**config.mk**
```make
export PLATFORM = sky130hd
export DESIGN_NAME = reading_math_postprocessor
export DESIGN_NICKNAME = d
export VERILOG_FILES = /design/src/design/log_level_conv.v /design/src/design/serial_divider.v /design/src/design/reading_math_postprocessor.v
export VERILOG_INCLUDE_DIRS = /design/src /design/src/design
export SDC_FILE = /design/constraint.sdc
export NUM_CORES = 2
export LEC_CHECK = 0
export BUFFER_PORTS_ARGS = -buffer_cell sky130_fd_sc_hd__buf_4
export CAP_MARGIN = 30
export CELL_PAD_IN_SITES_DETAIL_PLACEMENT = 0
export CELL_PAD_IN_SITES_GLOBAL_PLACEMENT = 1
export CORE_ASPECT_RATIO = 1.4
export CORE_MARGIN = 5
export CORE_UTILIZATION = 44
export DETAILED_ROUTE_END_ITERATION = 8
export PLACE_DENSITY_LB_ADDON = 0.1
export SETUP_SLACK_MARGIN = 0.4
export SYNTH_ARGS = -nofsm -noshare
export SYNTH_HDL_FRONTEND = slang
export SYNTH_HIERARCHICAL = 1
export SYNTH_SLANG_ARGS = --single-unit
export TNS_END_PERCENT = 30
```
**constraint.sdc**
```tcl
create_clock -name sys_clk -period 13.39 [get_ports sys_clk]
set_clock_uncertainty 0.2 [all_clocks]
set_input_delay 1.339 -clock sys_clk [delete_from_list [all_inputs] [get_ports sys_clk]]
set_output_delay 1.339 -clock sys_clk [all_outputs]
set_load 0.01 [all_outputs]
```
**src/design/math_postproc_map.vh**
```
// Purpose: Constants shared by the reading math post-processor
// Assumes: Included by its bare name
// Notes: Register offsets are byte addresses on a 32-bit APB
`ifndef MATH_POSTPROC_MAP_VH
`define MATH_POSTPROC_MAP_VH

// ----------------------------------------
// Register offsets
// ----------------------------------------
`define REG_CTRL 8'h00
`define REG_OFFSET 8'h04
`define REG_LEVEL_REF 8'h08
`define REG_REF_RES 8'h0C
`define REG_UPPER 8'h10
`define REG_LOWER 8'h14
`define REG_MIN 8'h18
`define REG_MAX 8'h1C
`define REG_AVG 8'h20
`define REG_COUNT 8'h24
`define REG_QUES_EVENT 8'h28
`define REG_QUES_ENABLE 8'h2C
`define REG_STATUS 8'h30
`define REG_RESULT 8'h34

// ----------------------------------------
// Fields
// ----------------------------------------
`define CTRL_OP_MSB 2
`define CTRL_ENABLE_BIT 3
`define STATUS_CLS_BIT 0
`define STATUS_REJECT_BIT 1
`define QUES_UPPER_BIT 11
`define QUES_LOWER_BIT 12
`define QUES_MASK 16'h1800

// ----------------------------------------
// Math operations
// ----------------------------------------
`define OP_AVG 3'h0
`define OP_LEVEL 3'h1
`define OP_POWER 3'h2
`define OP_LIMIT 3'h3
`define OP_NULL 3'h4

// ----------------------------------------
// Reference resistance, centi-dB of 10*log10(R)
// ----------------------------------------
`define RES_COUNT 5'h11
`define RES_IDX_DEFAULT 5'h0B
`define RES_TABLE {16'h06A3, 16'h0753, 16'h07B0, 16'h07F9, 16'h082D, 16'h0831, \
    16'h0852, 16'h0880, 16'h095E, 16'h09AD, 16'h0A8B, 16'h0ADA, 16'h0B57, \
    16'h0B8A, 16'h0BB8, 16'h0C07, 16'h0F3F}

// ----------------------------------------
// Arithmetic scaling
// ----------------------------------------
`define LOG_OCTAVE_CENTI 10'h25A
`define LOG_FRAC_BITS 8
`define DBM_UV_OFFSET 32'h0000_2328
`define LEVEL_REF_MAX 32'h0000_4E20
`define SUM_W 48

`endif

```
**src/design/log_level_conv.v**
```verilog
// Purpose: 20*log10 of an unsigned magnitude, in centi-dB
// Assumes: Combinational, magnitude of zero returns zero
// Notes: Linear interpolation inside each octave, error below 0.6 dB
`timescale 1ns/1ps
`include "math_postproc_map.vh"
module log_level_conv (
    // Operand
    input wire [31:0] magnitude,
    // Result
    output wire [15:0] level_centi
);
    reg [4:0] msb_pos;
    reg [31:0] norm;
    wire [12:0] log2_fix;
    wire [22:0] product;
    integer i;

    always @* begin
        msb_pos = 5'h00;
        for (i = 0; i < 32; i = i + 1) begin
            if (magnitude[i]) begin
                msb_pos = i[4:0];
            end
        end
        norm = magnitude << (5'h1F - msb_pos);
    end

    assign log2_fix = {msb_pos, norm[30:23]};
    assign product = log2_fix * `LOG_OCTAVE_CENTI;
    assign level_centi = {1'b0, product[22:`LOG_FRAC_BITS]};
endmodule // log_level_conv

```
**src/design/serial_divider.v**
```verilog
// Purpose: Unsigned restoring divider, one quotient bit per cycle
// Assumes: Divisor is nonzero when start is pulsed
// Notes: A new start aborts any division in progress
`timescale 1ns/1ps
`include "math_postproc_map.vh"
module serial_divider (
    // Clock and reset
    input wire sys_clk,
    input wire rst,
    // Request
    input wire start,
    input wire [`SUM_W-1:0] dividend,
    input wire [31:0] divisor,
    // Answer
    output reg done,
    output reg [`SUM_W-1:0] quotient
);
    reg [`SUM_W-1:0] shift_q;
    reg [32:0] remain;
    reg [31:0] div_hold;
    reg [5:0] steps;
    wire [32:0] trial;

    assign trial = {remain[31:0], shift_q[`SUM_W-1]} - {1'b0, div_hold};

    always @(posedge sys_clk or posedge rst) begin
        if (rst) begin
            shift_q <= {`SUM_W{1'b0}};
            remain <= 33'h0_0000_0000;
            div_hold <= 32'h0000_0000;
            steps <= 6'h00;
            done <= 1'b0;
            quotient <= {`SUM_W{1'b0}};
        end else begin
            done <= 1'b0;
            if (start) begin
                shift_q <= dividend;
                remain <= 33'h0_0000_0000;
                div_hold <= divisor;
                steps <= 6'h30;
            end else if (steps != 6'h00) begin
                if (!trial[32]) begin
                    remain <= trial;
                    shift_q <= {shift_q[`SUM_W-2:0], 1'b1};
                end else begin
                    remain <= {remain[31:0], shift_q[`SUM_W-1]};
                    shift_q <= {shift_q[`SUM_W-2:0], 1'b0};
                end
                steps <= steps - 6'h01;
                if (steps == 6'h01) begin
                    done <= 1'b1;
                    quotient <= {shift_q[`SUM_W-2:0], ~trial[32]};
                end
            end
        end
    end
endmodule // serial_divider

```
**src/design/reading_math_postprocessor.v**
```verilog
// Purpose: Applies one selectable math operation to each reading
// Assumes: Readings arrive on sys_clk, voltages in microvolts, levels in centi-dB
// Notes: Registers reached over APB, zero wait states
`timescale 1ns/1ps
`include "math_postproc_map.vh"
module reading_math_postprocessor (
    // Clock and reset
    input wire sys_clk,
    input wire rst,
    // APB slave
    input wire psel,
    input wire penable,
    input wire pwrite,
    input wire [7:0] paddr,
    input wire [31:0] pwdata,
    output reg [31:0] prdata,
    output wire pready,
    output reg pslverr,
    // Readings from the measurement engine
    input wire reading_valid,
    input wire [31:0] reading_data,
    input wire [2:0] meas_function,
    input wire func_is_voltage,
    input wire func_is_ratio,
    input wire [31:0] highest_range,
    // Processed result
    output reg result_valid,
    output reg [31:0] result_data,
    // Service request
    output wire srq,
    // Nonvolatile store for the reference resistance
    input wire [4:0] nv_res_index,
    output reg nv_res_write,
    output reg [4:0] nv_res_data
);
    // ----------------------------------------
    // Helpers
    // ----------------------------------------
    function [31:0] abs_val;
        input [31:0] v;
        begin
            abs_val = v[31] ? (32'h0000_0000 - v) : v;
        end
    endfunction

    function [31:0] res_centi;
        input [4:0] idx;
        reg [16*17-1:0] table_bits;
        begin
            table_bits = `RES_TABLE;
            res_centi = {16'h0000, table_bits[16*(5'h10-idx) +: 16]};
        end
    endfunction

    // ----------------------------------------
    // State
    // ----------------------------------------
    reg [2:0] op_sel;
    reg calc_en;
    reg [31:0] null_offset;
    reg offset_held;
    reg [31:0] level_ref;
    reg [4:0] ref_res_idx;
    reg nv_loaded;
    reg [31:0] upper_bound;
    reg [31:0] lower_bound;
    reg [31:0] stat_min;
    reg [31:0] stat_max;
    reg [31:0] stat_avg;
    reg [31:0] stat_count;
    reg [`SUM_W-1:0] stat_sum;
    reg avg_neg;
    reg [15:0] ques_event;
    reg [15:0] ques_enable;
    reg write_reject;
    reg [2:0] prev_function;
    reg prev_stats_on;

    wire wr_access;
    wire rd_setup;
    wire rd_access;
    wire func_changed;
    wire stats_on;
    wire stats_clear;
    wire null_start;
    wire [31:0] range_limit;
    wire val_in_range;
    wire level_in_range;
    wire addr_mapped;
    wire [15:0] level_centi;
    wire [31:0] power_val;
    wire [`SUM_W-1:0] next_sum;
    wire [31:0] next_count;
    wire div_done;
    wire [`SUM_W-1:0] div_quot;
    wire upper_fail;
    wire lower_fail;
    wire [15:0] next_event_set;

    assign pready = 1'b1;
    assign wr_access = psel & penable & pwrite;
    assign rd_setup = psel & ~penable & ~pwrite;
    assign rd_access = psel & penable & ~pwrite;
    assign addr_mapped = (paddr <= `REG_RESULT) && (paddr[1:0] == 2'b00);

    assign func_changed = (meas_function != prev_function);
    assign stats_on = calc_en & (op_sel == `OP_AVG);
    assign stats_clear = stats_on & ~prev_stats_on;

    // 120% of the highest range: range plus one fifth
    assign range_limit = highest_range + (highest_range / 32'h0000_0005);
    assign val_in_range = abs_val(pwdata) <= range_limit;
    assign level_in_range = abs_val(pwdata) <= `LEVEL_REF_MAX;

    // ----------------------------------------
    // Power level of the present reading
    // ----------------------------------------
    log_level_conv u_log (
        .magnitude(abs_val(reading_data)),
        .level_centi(level_centi)
    );

    // 20log10(uV) - 90 dB - 10log10(R) gives dB re 1 mW
    assign power_val = {16'h0000, level_centi} - `DBM_UV_OFFSET
        - res_centi(ref_res_idx);

    // ----------------------------------------
    // Running statistics
    // ----------------------------------------
    assign next_sum = stat_sum + {{(`SUM_W-32){reading_data[31]}}, reading_data};
    assign next_count = stat_count + 32'h0000_0001;

    // Divider runs in the background; a faster reading stream just restarts it
    serial_divider u_div (
        .sys_clk(sys_clk),
        .rst(rst),
        .start(stats_on & reading_valid),
        .dividend(next_sum[`SUM_W-1] ? ({`SUM_W{1'b0}} - next_sum) : next_sum),
        .divisor(next_count),
        .done(div_done),
        .quotient(div_quot)
    );

    always @(posedge sys_clk or posedge rst) begin
        if (rst) begin
            stat_min <= 32'h0000_0000;
            stat_max <= 32'h0000_0000;
            stat_avg <= 32'h0000_0000;
            stat_count <= 32'h0000_0000;
            stat_sum <= {`SUM_W{1'b0}};
            avg_neg <= 1'b0;
            prev_stats_on <= 1'b0;
        end else begin
            prev_stats_on <= stats_on;
            if (stats_clear) begin
                stat_min <= 32'h0000_0000;
                stat_max <= 32'h0000_0000;
                stat_avg <= 32'h0000_0000;
                stat_count <= 32'h0000_0000;
                stat_sum <= {`SUM_W{1'b0}};
            end else if (stats_on & reading_valid) begin
                stat_sum <= next_sum;
                stat_count <= next_count;
                avg_neg <= next_sum[`SUM_W-1];
                if (stat_count == 32'h0000_0000) begin
                    stat_min <= reading_data;
                    stat_max <= reading_data;
                end else begin
                    if ($signed(reading_data) < $signed(stat_min)) begin
                        stat_min <= reading_data;
                    end
                    if ($signed(reading_data) > $signed(stat_max)) begin
                        stat_max <= reading_data;
                    end
                end
            end
            if (div_done & stats_on) begin
                stat_avg <= avg_neg ? (32'h0000_0000 - div_quot[31:0]) : div_quot[31:0];
            end
        end
    end

    // ----------------------------------------
    // Control and reference registers
    // ----------------------------------------
    assign null_start = calc_en & (op_sel == `OP_NULL) & reading_valid & ~func_is_ratio;

    always @(posedge sys_clk or posedge rst) begin
        if (rst) begin
            op_sel <= `OP_AVG;
            calc_en <= 1'b0;
            null_offset <= 32'h0000_0000;
            offset_held <= 1'b0;
            level_ref <= 32'h0000_0000;
            upper_bound <= 32'h0000_0000;
            lower_bound <= 32'h0000_0000;
            ques_enable <= 16'h0000;
            write_reject <= 1'b0;
            prev_function <= 3'h0;
        end else begin
            prev_function <= meas_function;
            if (wr_access && paddr == `REG_CTRL) begin
                op_sel <= pwdata[`CTRL_OP_MSB:0];
                calc_en <= pwdata[`CTRL_ENABLE_BIT];
                if (pwdata[`CTRL_ENABLE_BIT] & ~calc_en) begin
                    write_reject <= 1'b0;
                end
            end
            if (wr_access && paddr == `REG_QUES_ENABLE) begin
                ques_enable <= pwdata[15:0] & `QUES_MASK;
            end
            if (wr_access && paddr == `REG_STATUS && pwdata[`STATUS_CLS_BIT]) begin
                write_reject <= 1'b0;
            end
            if (func_changed) begin
                null_offset <= 32'h0000_0000;
                offset_held <= 1'b0;
                level_ref <= 32'h0000_0000;
                upper_bound <= 32'h0000_0000;
                lower_bound <= 32'h0000_0000;
            end else if (wr_access && paddr == `REG_OFFSET) begin
                if (calc_en & val_in_range) begin
                    null_offset <= pwdata;
                    offset_held <= 1'b1;
                end else begin
                    write_reject <= 1'b1;
                end
            end else if (wr_access && paddr == `REG_LEVEL_REF) begin
                if (calc_en & level_in_range) begin
                    level_ref <= pwdata;
                end else begin
                    write_reject <= 1'b1;
                end
            end else if (wr_access && (paddr == `REG_UPPER || paddr == `REG_LOWER)) begin
                if (calc_en & val_in_range) begin
                    if (paddr == `REG_UPPER) begin
                        upper_bound <= pwdata;
                    end else begin
                        lower_bound <= pwdata;
                    end
                end else begin
                    write_reject <= 1'b1;
                end
            end else if (null_start & ~offset_held) begin
                null_offset <= reading_data;
                offset_held <= 1'b1;
            end
        end
    end

    // ----------------------------------------
    // Reference resistance, backed by the nonvolatile store
    // ----------------------------------------
    // Reset only restores the default until the stored index is fetched
    always @(posedge sys_clk or posedge rst) begin
        if (rst) begin
            ref_res_idx <= `RES_IDX_DEFAULT;
            nv_loaded <= 1'b0;
            nv_res_write <= 1'b0;
            nv_res_data <= `RES_IDX_DEFAULT;
        end else begin
            nv_res_write <= 1'b0;
            if (!nv_loaded) begin
                nv_loaded <= 1'b1;
                if (nv_res_index < `RES_COUNT) begin
                    ref_res_idx <= nv_res_index;
                end
            end else if (wr_access && paddr == `REG_REF_RES) begin
                if (calc_en && pwdata[31:0] < {27'h000_0000, `RES_COUNT}) begin
                    ref_res_idx <= pwdata[4:0];
                    nv_res_write <= 1'b1;
                    nv_res_data <= pwdata[4:0];
                end
            end
        end
    end

    // ----------------------------------------
    // Result path
    // ----------------------------------------
    assign upper_fail = calc_en & (op_sel == `OP_LIMIT) & reading_valid
        & ($signed(reading_data) > $signed(upper_bound));
    assign lower_fail = calc_en & (op_sel == `OP_LIMIT) & reading_valid
        & ($signed(reading_data) < $signed(lower_bound));

    always @(posedge sys_clk or posedge rst) begin
        if (rst) begin
            result_valid <= 1'b0;
            result_data <= 32'h0000_0000;
        end else begin
            result_valid <= reading_valid;
            if (reading_valid) begin
                result_data <= reading_data;
                if (calc_en) begin
                    case (op_sel)
                        `OP_NULL: begin
                            if (func_is_ratio) begin
                                result_data <= reading_data;
                            end else if (!offset_held) begin
                                result_data <= 32'h0000_0000;
                            end else begin
                                result_data <= reading_data - null_offset;
                            end
                        end
                        `OP_LEVEL: begin
                            if (func_is_voltage) begin
                                result_data <= power_val - level_ref;
                            end
                        end
                        `OP_POWER: begin
                            if (func_is_voltage) begin
                                result_data <= power_val;
                            end
                        end
                        default: begin
                            result_data <= reading_data;
                        end
                    endcase
                end
            end
        end
    end

    // ----------------------------------------
    // Questionable event register
    // ----------------------------------------
    assign next_event_set = ({15'h0000, upper_fail} << `QUES_UPPER_BIT)
        | ({15'h0000, lower_fail} << `QUES_LOWER_BIT);

    // A failure in the clearing cycle is kept: set wins over clear
    always @(posedge sys_clk or posedge rst) begin
        if (rst) begin
            ques_event <= 16'h0000;
        end else if ((rd_access && paddr == `REG_QUES_EVENT)
                || (wr_access && paddr == `REG_STATUS && pwdata[`STATUS_CLS_BIT])) begin
            ques_event <= next_event_set;
        end else begin
            ques_event <= ques_event | next_event_set;
        end
    end

    assign srq = |(ques_event & ques_enable);

    // ----------------------------------------
    // APB read data and error
    // ----------------------------------------
    always @(posedge sys_clk or posedge rst) begin
        if (rst) begin
            prdata <= 32'h0000_0000;
            pslverr <= 1'b0;
        end else if (psel & ~penable) begin
            pslverr <= ~addr_mapped;
            prdata <= 32'h0000_0000;
            if (rd_setup) begin
                case (paddr)
                    `REG_CTRL: prdata <= {28'h000_0000, calc_en, op_sel};
                    `REG_OFFSET: prdata <= null_offset;
                    `REG_LEVEL_REF: prdata <= level_ref;
                    `REG_REF_RES: prdata <= {27'h000_0000, ref_res_idx};
                    `REG_UPPER: prdata <= upper_bound;
                    `REG_LOWER: prdata <= lower_bound;
                    `REG_MIN: prdata <= stat_min;
                    `REG_MAX: prdata <= stat_max;
                    `REG_AVG: prdata <= stat_avg;
                    `REG_COUNT: prdata <= stat_count;
                    `REG_QUES_EVENT: prdata <= {16'h0000, ques_event};
                    `REG_QUES_ENABLE: prdata <= {16'h0000, ques_enable};
                    `REG_STATUS: prdata <= {30'h0000_0000, write_reject, offset_held};
                    `REG_RESULT: prdata <= result_data;
                    default: prdata <= 32'h0000_0000;
                endcase
            end
        end
    end
endmodule // reading_math_postprocessor

```
==> impl_results.md <==
* Kind of cell adding the most delay to the critical path: compound AO/OA/AOI/OAI gates
* Slew Viols, Final at 0
* Core box area at 0.110 mm2
* Remaining antenna violation count at 0
* TritonRoute pass-1 iters at 7
* Gr ovfl total at 0
* Crit path kind: in2reg
* Reg2Reg Depth at 38
* DPL Wire Length at 140 mm
* WP data required at 13710 ps
* Max H-tree Level at 3
* Largest net degree at the start of global routing at 150
* Most common cell after layout, fill and taps aside: buf_4
* Layout cells sized above 1 at 22.6%
* Max frequency at 55.4 MHz
* Final Hold Fails at 0
* R2R Path End: u_div/shift_q[1]$_DFFE_PP0P_
* CTS tree: yes
* Crit path max fanout at 13
* DP Cell Count at 7895
* Syn Area/Cell at 8.20 um2
* RePlAce Congestion at 0.955
* Number of global-route vias before repair at 46570
* First-pass GRT wire length at 277 mm
* WP buf/inv at 10
* Initial Utilization at 44.3%
* Hold Path Cell Cnt at 1
* Clock latency on the worst-skew pair at 650 ps
* Critical-path top delay cell: or4_4
* Cell with the most instances on the worst path: a21oi_2
* Vias per Instance at 5.83
* Hold Crit Class: reg2reg
* Worst-Margin Slew at 978 ps
* Ports at 194
* Commonest non-fill, non-tap cells in the layout: buf_4, nand2_1, dfrtp_1
* Initial antenna violation count at 12
* Post-Syn Area at 0.0486 mm2
* Synth Instances at 5931
* CTS Sinks at 548
* Hold Path Sink: prdata[2]$_DFFE_PP0P_
* Minimum clock period at 18050 ps
* Initial DRC count at 3283
* Endpoint type of the worst setup path: flip-flop
* DIE AREA at 0.117 mm2
* CTS Root Cell: clkbuf_16
* RSZ-0062 raised after global routing: true
* Reg2Reg Setup Slack at 4200 ps
* Final setup fails at 109
* Arr. time, crit path at 18370 ps
* Failing checks: negative setup slack
* Yosys warnings at 6
* Final WS setup at -4660 ps
* Worst r2r src: stat_sum[1]$_DFFE_PP0P_
* Outcome: finished, violations left
* Crit path launch type: input pin
* Total wire length at 184 mm
* DR vias at 47346
* Die Ht at 403 um
* Min-delay src: prdata[2]$_DFFE_PP0P_
* Relative slew slack at 34.6%
* Period Utilization, post-route at 135%
* Max-cap viol count at 0
* Residual DRC at 0
* CTS Buf Count at 66
* Worst-path clk slew at 60 ps
* Delay of the slowest critical-path stage at 570 ps
* Area Growth Syn to Fin at 24.4%
* IO Port Bufs at 192
* GRT Resource Usage Total at 29.8%
* Average wire per standard cell at 22.6 um
* Std-Cell Rows at 144
* Die X at 291 um
* Non-filler cells, final at 8122
* Nets at 7160
* CTS Buffer Depth at 3
sequential cells by signal, indices dropped and copies added, names as in the netlist, 2 cells and up:
signal,cells
upper_bound,32
result_data,32
stat_min,32
stat_count,32
ques_event,2
stat_sum,48
ref_res_idx,5
prev_function,3
u_div/remain,32
stat_avg,32
lower_bound,32
null_offset,32
prdata,32
stat_max,32
u_div/steps,6
op_sel,3
ques_enable,2
level_ref,32
u_div/shift_q,48
u_div/quotient,32
nv_res_data,5
u_div/div_hold,32
how the worst max path moves through the flow:
| stage | slack [ps] | depth (start not counted) | startpoint | to |
|---|---|---|---|---|
| final | -4660 | 95 | highest_range[26] | lower_bound[0]$_DFFE_PP0P_ |
| after global routing | -5580 | 100 | highest_range[30] | lower_bound[0]$_DFFE_PP0P_ |
| after CTS | -4380 | 98 | highest_range[30] | upper_bound[26]$_DFFE_PP0P_ |
| after detailed placement | -5650 | 95 | highest_range[30] | upper_bound[28]$_DFFE_PP0P_ |
| after global placement | -5360 | 96 | highest_range[30] | upper_bound[25]$_DFFE_PP0P_ |
| after floorplan | -4530 | 92 | highest_range[29] | upper_bound[10]$_DFFE_PP0P_ |
metal layers:
| metal | up-vias | wire length [um] | share of wire [%] | global-route usage [%] |
|---|---|---|---|---|
| met5 | - | 8 | 0.0044 | 0 |
| met4 | 2 | 10800 | 5.9 | 14.5 |
| met3 | 342 | 8510 | 4.6 | 2.71 |
| met2 | 1346 | 90900 | 50 | 52.7 |
| met1 | 23056 | 73400 | 40 | 36.5 |
| li1 | 22600 | - | - | - |
per-stage QoR:
stage	utilization [%]	hold WS (ps)	worst slack [ps]	TNS (ps)	instance area [um2]
after floorplan	-	250	-4530	-439550	49100
final	55.0	279	-4660	-450440	60500
after CTS	54.2	278	-4380	-425290	59500
after global routing	55.0	291	-5580	-554780	60500
after global placement	50.7	264	-5360	-550160	55800
after detailed placement	50.8	267	-5650	-578490	55900
timing repair:
action | CTS | global route
setup buffers | 53 | 32
gates cloned | 6 | 5
pin swaps | 82 | 39
setup endpoints to repair | 117 | 116
resized for setup | 242 | 173
hold buffers | 0 | 0
cell type report:
cell class | instances | area, um2
fill | 10566 | 49400
multi-input combinational | 4575 | 33300
sequential | 548 | 13700
timing repair buffer | 921 | 7520
clock buffer | 98 | 1990
inverter | 488 | 1850
tap | 1460 | 1830
clock inverter | 23 | 262
antenna | 9 | 22.5
Power is left out: the tool's default activity adds up to more than one toggle a clock period on the data nets, which glitch-free logic cannot reach.
